--- config.mk ---
export PLATFORM = sky130hd
export DESIGN_NAME = dbeep_top
export DESIGN_NICKNAME = d
export VERILOG_FILES = /design/src/design/dbeep_pkg.sv /design/src/design/dbeep_top.sv /design/src/design/dbeep_tone_osc.sv
export VERILOG_INCLUDE_DIRS = /design/src /design/src/design
export SDC_FILE = /design/constraint.sdc
export NUM_CORES = 2
export LEC_CHECK = 0
export ABC_AREA = 1
export BUFFER_PORTS_ARGS = -buffer_cell sky130_fd_sc_hd__buf_4
export CAP_MARGIN = 5
export CORE_ASPECT_RATIO = 2
export CORE_MARGIN = 2
export CORE_UTILIZATION = 25
export DETAILED_ROUTE_END_ITERATION = 10
export SYNTH_ARGS = -nofsm -noshare
export SYNTH_HDL_FRONTEND = slang
export SYNTH_SLANG_ARGS = --single-unit
--- constraint.sdc ---
create_clock -name ref_clk -period 19.29 [get_ports ref_clk]
set_clock_uncertainty 0.05 [all_clocks]
set_input_delay 2.8935 -clock ref_clk [delete_from_list [all_inputs] [get_ports ref_clk]]
set_output_delay 2.8935 -clock ref_clk [all_outputs]
set_load 0.02 [all_outputs]
--- src/design/dbeep_defs.svh ---
// Purpose: Offsets, reset values, field positions and timing figures of the compressor rate and tone block
// Assumes: Byte-wide registers on the documented control port
// Notes: Definitions only
`ifndef DBEEP_DEFS_SVH
`define DBEEP_DEFS_SVH

`define DBEEP_OFF_RATE 8'h46
`define DBEEP_OFF_TONE_CTRL 8'h47
`define DBEEP_OFF_RSVD 8'h48
`define DBEEP_OFF_LEN_HIGH 8'h49
`define DBEEP_OFF_LEN_MID 8'h4a
`define DBEEP_OFF_LEN_LOW 8'h4b
`define DBEEP_OFF_SIN_HIGH 8'h4c
`define DBEEP_OFF_SIN_LOW 8'h4d
`define DBEEP_OFF_COS_HIGH 8'h4e
`define DBEEP_OFF_COS_LOW 8'h4f

`define DBEEP_RST_RATE 8'h00
`define DBEEP_RST_TONE_CTRL 8'h00
`define DBEEP_RST_RSVD 8'h00
`define DBEEP_RST_LEN_HIGH 8'h00
`define DBEEP_RST_LEN_MID 8'h00
`define DBEEP_RST_LEN_LOW 8'hee
`define DBEEP_RST_SIN_HIGH 8'h10
`define DBEEP_RST_SIN_LOW 8'hd8
`define DBEEP_RST_COS_HIGH 8'h7e
`define DBEEP_RST_COS_LOW 8'he3

`define DBEEP_BIT_TONE_EN 7
`define DBEEP_BIT_TONE_RSVD 6

// Gain is signed dB with this many fraction bits
`define DBEEP_GAIN_FRAC 21
// 4 dB = 2^2, base decay 0.015625 dB = 2^-6, as shifts of one LSB
`define DBEEP_ATTACK_TOP_SHIFT 23
`define DBEEP_DECAY_TOP_SHIFT 15

`define DBEEP_TONE_BLOCK 5'h19
`define DBEEP_OSC_ONE 16'sh7fff
`define DBEEP_OSC_FRAC 15
`define DBEEP_VOL_FRAC 14
`define DBEEP_VOL_DB_PER_OCT 6

`endif

--- src/design/dbeep_pkg.sv ---
// Purpose: Types of the compressor rate and tone block
// Assumes: Constants live in dbeep_defs.svh
// Notes: State structs hold all flops of each module
package dbeep_pkg;

	typedef enum logic {dbeep_idle, dbeep_run} dbeep_mode_type;

	typedef struct packed {
		logic [7:0] rate;
		logic [7:0] tone_ctrl;
		logic [7:0] rsvd;
		logic [7:0] len_high;
		logic [7:0] len_mid;
		logic [7:0] len_low;
		logic [7:0] sin_high;
		logic [7:0] sin_low;
		logic [7:0] cos_high;
		logic [7:0] cos_low;
	} dbeep_regs_type;

	typedef struct packed {
		logic wr;
		logic rd;
		logic [7:0] addr;
		logic [7:0] wdata;
	} dbeep_req_type;

	typedef struct packed {
		dbeep_regs_type regs;
		dbeep_mode_type mode;
		logic [23:0] remain;
		logic signed [31:0] gain;
		logic signed [15:0] tone;
		logic [7:0] rdata;
	} dbeep_state_type;

	typedef struct packed {
		logic signed [15:0] x;
		logic signed [15:0] y;
	} dbeep_osc_type;

endpackage : dbeep_pkg

--- src/design/dbeep_top.sv ---
// Purpose: Compressor attack and decay stepping plus programmable tone generator
// Assumes: One pulse on dac_sample_strobe per DAC word clock
// Notes: Registers reached through a plain byte port at their documented offsets
//
// What this block does
// - The attack field steps gain by 4 dB per sample at code 0, halving for each higher code.
// - The decay field steps gain by 0.015625 dB per sample divided by two to the field value.
// - Setting the enable bit starts the tone, clearing it stops it, and it clears itself when the count runs out.
// - The 6-bit volume code gives 2 dB at code 0 and 1 dB less for each step up to -61 dB.
// - A tone is produced only when the DAC path runs the one tone-capable processing block.
// - Bits 23 to 16 of the 24-bit sample count have their own byte register.
// - Bits 15 to 8 of the sample count have a separate byte register written on its own.
// - Bits 7 to 0 of the sample count sit in a third byte register.
// - Tone frequency is set by 16-bit sine and cosine coefficients, each over two byte registers.
`timescale 1ns/1ps
`default_nettype none
`include "dbeep_defs.svh"

module dbeep_top
	import dbeep_pkg::*;
(
	input wire logic ref_clk,
	input wire logic srst,
	input wire dbeep_req_type req,
	output logic [7:0] reg_rdata,
	input wire logic dac_sample_strobe,
	input wire logic [4:0] tone_capable_processing_block,
	input wire logic signed [31:0] dynamic_range_compressor_target_gain,
	output logic signed [31:0] dynamic_range_compressor_gain,
	output logic signed [15:0] tone_sample,
	output logic tone_active
);

	////////////////////////////////////////////////////////////////////////////////
	// State and oscillator
	// The oscillator keeps its own state so a restart never disturbs the registers

	dbeep_state_type q;
	dbeep_state_type d;
	logic osc_start;
	logic osc_step;
	logic signed [15:0] osc_y;
	logic capable;
	logic [3:0] vol_shift;
	logic [2:0] vol_frac;
	logic signed [15:0] vol_mant;
	logic signed [31:0] scaled_full;
	logic signed [31:0] scaled;
	logic signed [31:0] attack_step;
	logic signed [31:0] decay_step;
	logic signed [31:0] gap;

	dbeep_tone_osc u_osc (
		.ref_clk(ref_clk),
		.srst(srst),
		.start(osc_start),
		.step(osc_step),
		.sin_coef({q.regs.sin_high, q.regs.sin_low}),
		.cos_coef({q.regs.cos_high, q.regs.cos_low}),
		.sample(osc_y)
	);

	////////////////////////////////////////////////////////////////////////////////
	// Volume: whole 6 dB steps are shifts, the rest a small mantissa table
	// Arithmetic shift truncates toward minus infinity, under one LSB of error at any code

	always_comb
	begin
		vol_shift = 4'(q.regs.tone_ctrl[5:0] / 6'(`DBEEP_VOL_DB_PER_OCT));
		vol_frac = 3'(q.regs.tone_ctrl[5:0] % 6'(`DBEEP_VOL_DB_PER_OCT));
		unique case (vol_frac)
			3'h0: vol_mant = 16'sh5092;
			3'h1: vol_mant = 16'sh47cf;
			3'h2: vol_mant = 16'sh4000;
			3'h3: vol_mant = 16'sh390a;
			3'h4: vol_mant = 16'sh32d6;
			3'h5: vol_mant = 16'sh2d4f;
			default: vol_mant = 16'sh0000;
		endcase
		scaled_full = osc_y * vol_mant;
		scaled = scaled_full >>> (`DBEEP_VOL_FRAC + 32'(vol_shift));
	end

	////////////////////////////////////////////////////////////////////////////////
	// Next state

	always_comb
	begin
		d = q;
		osc_start = 1'b0;
		osc_step = 1'b0;
		capable = tone_capable_processing_block == `DBEEP_TONE_BLOCK;
		attack_step = 32'sh1 <<< (`DBEEP_ATTACK_TOP_SHIFT - 32'(q.regs.rate[7:4]));
		decay_step = 32'sh1 <<< (`DBEEP_DECAY_TOP_SHIFT - 32'(q.regs.rate[3:0]));
		// Gain is dB with 21 fraction bits, so both steps are single-bit shifts
		gap = dynamic_range_compressor_target_gain - q.gain;

		// Compressor gain walks toward its target once per sample
		if (dac_sample_strobe)
		begin
			// Clamping to the target stops the gain hunting around it
			if (gap < 0)
				d.gain = (-gap < attack_step) ? q.gain + gap : q.gain - attack_step;
			else if (gap > 0)
				d.gain = (gap < decay_step) ? q.gain + gap : q.gain + decay_step;
		end

		// Tone: counts only while the capable block runs; outside it, silence and the count holds
		if (q.mode == dbeep_run && dac_sample_strobe)
		begin
			// A paused tone keeps its phase and resumes where it stopped
			if (!capable)
				d.tone = 16'sh0000;
			else if (q.remain == 24'h000000)
			begin
				d.regs.tone_ctrl[`DBEEP_BIT_TONE_EN] = 1'b0;
				d.mode = dbeep_idle;
				d.tone = 16'sh0000;
			end
			else
			begin
				d.remain = q.remain - 24'h000001;
				osc_step = 1'b1;
				// Saturate rather than wrap: a wrapped sample is a loud click
				if (scaled > 32'sh00007fff)
					d.tone = 16'sh7fff;
				else if (scaled < -32'sh00008000)
					d.tone = -16'sh8000;
				else
					d.tone = scaled[15:0];
			end
		end

		// Software writes come last so a write in the self-clear cycle wins
		if (req.wr)
		begin
			unique case (req.addr)
				`DBEEP_OFF_RATE: d.regs.rate = req.wdata;
				`DBEEP_OFF_TONE_CTRL:
				begin
					// Reserved bit is stored as written and steers nothing
					d.regs.tone_ctrl = req.wdata;
					if (req.wdata[`DBEEP_BIT_TONE_EN])
					begin
						d.mode = dbeep_run;
						// Length bytes are taken at enable; later writes apply to the next tone
						d.remain = {q.regs.len_high, q.regs.len_mid, q.regs.len_low};
						d.tone = 16'sh0000;
						osc_start = 1'b1;
					end
					else
					begin
						d.mode = dbeep_idle;
						d.tone = 16'sh0000;
					end
				end
				`DBEEP_OFF_RSVD: d.regs.rsvd = req.wdata;
				`DBEEP_OFF_LEN_HIGH: d.regs.len_high = req.wdata;
				`DBEEP_OFF_LEN_MID: d.regs.len_mid = req.wdata;
				`DBEEP_OFF_LEN_LOW: d.regs.len_low = req.wdata;
				`DBEEP_OFF_SIN_HIGH: d.regs.sin_high = req.wdata;
				`DBEEP_OFF_SIN_LOW: d.regs.sin_low = req.wdata;
				`DBEEP_OFF_COS_HIGH: d.regs.cos_high = req.wdata;
				`DBEEP_OFF_COS_LOW: d.regs.cos_low = req.wdata;
				// Offsets outside the map are ignored
				default: ;
			endcase
		end

		// Read data is registered; the enable bit shows the live self-clearing state
		if (req.rd)
		begin
			unique case (req.addr)
				`DBEEP_OFF_RATE: d.rdata = q.regs.rate;
				`DBEEP_OFF_TONE_CTRL: d.rdata = q.regs.tone_ctrl;
				`DBEEP_OFF_RSVD: d.rdata = q.regs.rsvd;
				`DBEEP_OFF_LEN_HIGH: d.rdata = q.regs.len_high;
				`DBEEP_OFF_LEN_MID: d.rdata = q.regs.len_mid;
				`DBEEP_OFF_LEN_LOW: d.rdata = q.regs.len_low;
				`DBEEP_OFF_SIN_HIGH: d.rdata = q.regs.sin_high;
				`DBEEP_OFF_SIN_LOW: d.rdata = q.regs.sin_low;
				`DBEEP_OFF_COS_HIGH: d.rdata = q.regs.cos_high;
				`DBEEP_OFF_COS_LOW: d.rdata = q.regs.cos_low;
				default: d.rdata = 8'h00;
			endcase
		end
	end

	////////////////////////////////////////////////////////////////////////////////
	// Registers

	always_ff @(posedge ref_clk)
	begin
		if (srst)
		begin
			q <= '0;
			// Coefficients reset to a usable tone, so setting the enable bit alone beeps
			q.regs.rate <= `DBEEP_RST_RATE;
			q.regs.tone_ctrl <= `DBEEP_RST_TONE_CTRL;
			q.regs.rsvd <= `DBEEP_RST_RSVD;
			q.regs.len_high <= `DBEEP_RST_LEN_HIGH;
			q.regs.len_mid <= `DBEEP_RST_LEN_MID;
			q.regs.len_low <= `DBEEP_RST_LEN_LOW;
			q.regs.sin_high <= `DBEEP_RST_SIN_HIGH;
			q.regs.sin_low <= `DBEEP_RST_SIN_LOW;
			q.regs.cos_high <= `DBEEP_RST_COS_HIGH;
			q.regs.cos_low <= `DBEEP_RST_COS_LOW;
			q.mode <= dbeep_idle;
		end
		else
			q <= d;
	end

	assign reg_rdata = q.rdata;
	assign dynamic_range_compressor_gain = q.gain;
	assign tone_sample = q.tone;
	// Active means running, even while a block without tone support pauses it
	assign tone_active = q.mode == dbeep_run;

endmodule : dbeep_top
`default_nettype wire

--- src/design/dbeep_tone_osc.sv ---
// Purpose: Recursive sinusoid oscillator, one step per DAC sample
// Assumes: Coefficients in signed Q1.15
// Notes: Rotation form keeps amplitude near full scale
`timescale 1ns/1ps
`default_nettype none
`include "dbeep_defs.svh"

module dbeep_tone_osc
	import dbeep_pkg::*;
(
	input wire logic ref_clk,
	input wire logic srst,
	input wire logic start,
	input wire logic step,
	input wire logic signed [15:0] sin_coef,
	input wire logic signed [15:0] cos_coef,
	output logic signed [15:0] sample
);

	dbeep_osc_type q;
	dbeep_osc_type d;
	logic signed [32:0] nx;
	logic signed [32:0] ny;

	always_comb
	begin
		d = q;
		nx = 33'(cos_coef * q.x) - 33'(sin_coef * q.y);
		ny = 33'(sin_coef * q.x) + 33'(cos_coef * q.y);
		if (start)
		begin
			d.x = `DBEEP_OSC_ONE;
			d.y = 16'sh0000;
		end
		else if (step)
		begin
			d.x = nx[30:15];
			d.y = ny[30:15];
		end
	end

	always_ff @(posedge ref_clk)
	begin
		if (srst)
			q <= '0;
		else
			q <= d;
	end

	assign sample = q.y;

endmodule : dbeep_tone_osc
`default_nettype wire

==> results.py <==
metrics = {
    "outcome": {
        "outcome": "finished, final reports clean",
    },
    "synthesis": {
        "synth_area_leaders": "fa_1 41%, inv_1 12%, ha_1 10%, nand2_1 10%, dfxtp_1 5.9%",
        "synth-seq-area-share_pct": 5.87,
        "async_flop_share_pct": 0,
        "ys_top_cells_by_count": "2,180 x inv_1, 1,800 x nand2_1, 1,347 x fa_1, 544 x ha_1, 416 x a21oi_1",
        "synth_area_um2": 65800,
        "yosysTopAreaCellShare_pct": 41.0,
        "yosysUniqueCellTypes": 60,
        "syn_inst": 8493,
        "yosysMostFrequentCell": "inv_1",
        "synth_edf_count": 0,
        "ys_ff_latch": 193,
        "ys.flop_type": "dfxtp_1",
        "synth_top_area_cell": "fa_1",
        "yosysWarnings": 0,
        "avgSynthCellArea_um2": 7.75,
    },
    "pwr": {
        "combPwrFrac_pct": 67.7,
        "power_density_nw_per_um2": 43.4,
        "p_clk_share_pct": 15.3,
        "p_seq_share_pct": 17.0,
        "switchingPower_w": 0.00169,
        "swShare_pct": 55.1,
        "p_int_w": 0.00138,
        "vdd_drop_max_uv": 113,
        "leakage_nw": 36.8,
    },
    "clock_tree": {
        "numCtsBuffers": 25,
        "ctsResizeCount": 0,
        "clk_path_buf_depth": 3,
        "cts-root-buf": "clkbuf_16",
        "clk_pin_slew_ns": 0.12,
        "cts.sinks": 193,
        "postCtsSetupBuffers": 0,
        "cts_hold_buf": 0,
        "cts_tree": "yes",
        "htreeDepth": 4,
        "clock_latency_ns": 0.61,
    },
    "timing": {
        "post-route-period-util_pct": 59.8,
        "max_slew_margin_pct": 19.0,
        "worst_pin_slew_ns": 1.21,
        "fmax_mhz": 86.7,
        "fin_hold_ws_ns": 0.414,
        "setup-tns-final_ns": 0,
        "rsz0062_at_grt": "false",
        "hold_viol": 0,
        "setup_slack_ns": 7.76,
        "final_max_slew_viol_count": 0,
        "fin_crit_ns": 11.53,
        "setup_viol": 0,
    },
    "floorplanning": {
        "die_height_um": 730,
        "io_pins": 115,
        "coreArea_um2": 262000,
        "initial_core_util_pct": 25.1,
        "die-area_um2": 268000,
        "row_count": 266,
        "die_w_um": 367,
    },
    "route": {
        "wl_per_cell_um": 19.5,
        "vias_per_cell": 4.64,
        "vias": 54900,
        "ant_nets": 0,
        "drt-pass1-iter-count": 5,
        "drc": 0,
        "drt-initial-drc-count": 2821,
        "wl_um": 230000,
    },
    "worst_setup_path": {
        "worst_path_most_repeated_cell": "nand2_1",
        "r2r-start": "q[149]",
        "worst-setup-path-type": "register to register",
        "arrival_ns": 11.89,
        "crit_path_start_kind": "register",
        "cp_slowest_cell": "ha_1",
        "crit_fanout": 41,
        "cp-startpoint": "q[149]",
        "required_ns": 19.65,
        "critPathMaxStageDelay_ns": 0.67,
        "reg2regPathDepth": 46,
        "crit_path_end_kind": "register",
    },
    "final_layout": {
        "final_nets": 10300,
        "instances_no_fill": 11800,
        "synthToLayoutAreaGrowth_pct": 7.46,
        "fin_util_pct": 27.0,
        "drive_gt1_share_pct": 4.23,
    },
    "global_route": {
        "grt_pass1_vias": 60000,
        "grt_pass1_wl_um": 351000,
        "grt_max_degree": 97,
        "grt_antenna_before_repair": 5,
        "overflow": 0,
        "grt_usage_pct": 17.4,
    },
    "place": {
        "dpl.cell_count": 11800,
        "post-dp-hpwl_um": 190000,
        "gp_congestion": 0.994,
        "portBuffers": 114,
        "pre_cts_slack_ns": 7.85,
    },
    "min_path": {
        "hold_path.class": "register to register",
        "min_from": "q[151]",
        "holdPathStages": 2,
    },
    "job": {
        "cap_violations": 0,
    },
}
==> cell usage in the layout (no fill, tap or decap), types with 105 or more instances in the layout <==
master   synthesis  layout
inv_1         2180    2178
nand2_1       1800    1799
fa_1          1347    1347
ha_1           544     544
a21oi_1        416     416
nor2_1         372     372
o21ai_0        303     303
nand3_1        230     230
buf_4           59     209
dfxtp_1        193     182
xor2_1         146     145
xnor2_1        106     105
==> flip-flops by register name, indices dropped and copies added, names as in the netlist <==
| register | flops |
|---|---|
| tone_sample | 16 |
| reg_rdata | 8 |
| dynamic_range_compressor_gain | 32 |
| u_osc.sample | 16 |
| tone_active | 1 |
| u_osc.q | 16 |
| q | 104 |
==> final timing paths <==
check | endpoint | slack, ns
max | tone_sample[3] | 7.76
min | q[151] | 0.41
max reg2reg | tone_sample[3] | 7.76
min reg2reg | q[151] | 0.41
==> kinds of logic (layout without fill, tap and decap cells) <==
kind of cell | after synthesis | in the layout | share of synthesized area (%)
adders and majority gates | 1891 | 1891 | 51.3
muxes | 1 | 1 | 0.0152
xor gates and xnor gates | 252 | 252 | 3.35
other | 2 | 24 | 0.0114
buffers and inverters | 2611 | 2443 | 15.3
AOI/OAI and AO/OA | 929 | 929 | 7.91
DFF | 193 | 193 | 5.87
and+or+nand+nor | 2614 | 2614 | 16.2
==> metrics by stage <==
step / power (W) / cell area (µm²)
after floorplan: 0.00197 / 65900
after global placement: 0.00255 / 70000
final: 0.00307 / 70800
after CTS: 0.00303 / 70700
after detailed placement: 0.00256 / 70000
after global routing: 0.00331 / 70700
==> power by group through the flow <==
| stage | combinational, W | clock, W | sequential, W |
|---|---|---|---|
| floorplan | 0.00150 | 0 | 0.000470 |
| global placement | 0.00202 | 0 | 0.000532 |
| detailed placement | 0.00203 | 0 | 0.000529 |
| CTS | 0.00204 | 0.000475 | 0.000520 |
| global route | 0.00230 | 0.000485 | 0.000523 |
| finish | 0.00208 | 0.000469 | 0.000522 |
==> layout make-up <==
type	instances	area, µm²
flip-flops and latches	193	3880
well taps	3484	4360
multi-input cells	5706	52000
inverters	2201	8260
diodes	5	12.5
repair buffers	209	1570
clock buffers	27	633
fillers	28900	192000
clock inverters	6	63.8
==> worst max-delay path, delay by kind of cell (launching register included) <==
| family | cells | cell delay, ns |
|---|---|---|
| AO/OA/AOI/OAI | 10 | 2.41 |
| adder cells (fa/ha/maj) | 8 | 4.05 |
| buffers and inverters | 4 | 0.83 |
| flip-flops | 1 | 0.35 |
| AND/OR/NAND/NOR | 24 | 3.64 |
==> routing by layer <==
layer / wire [µm] / share of wire, % / GRT usage (%) / vias up
met5: 0 / 0 / 0 / -
met4: 26200 / 11 / 16.3 / 0
met3: 9620 / 4.2 / 2.02 / 911
met2: 128000 / 56 / 34.7 / 1779
met1: 66100 / 29 / 14.6 / 27400
li1: - / - / - / 24800
No activity file was read; power rests on OpenSTA's default activity.
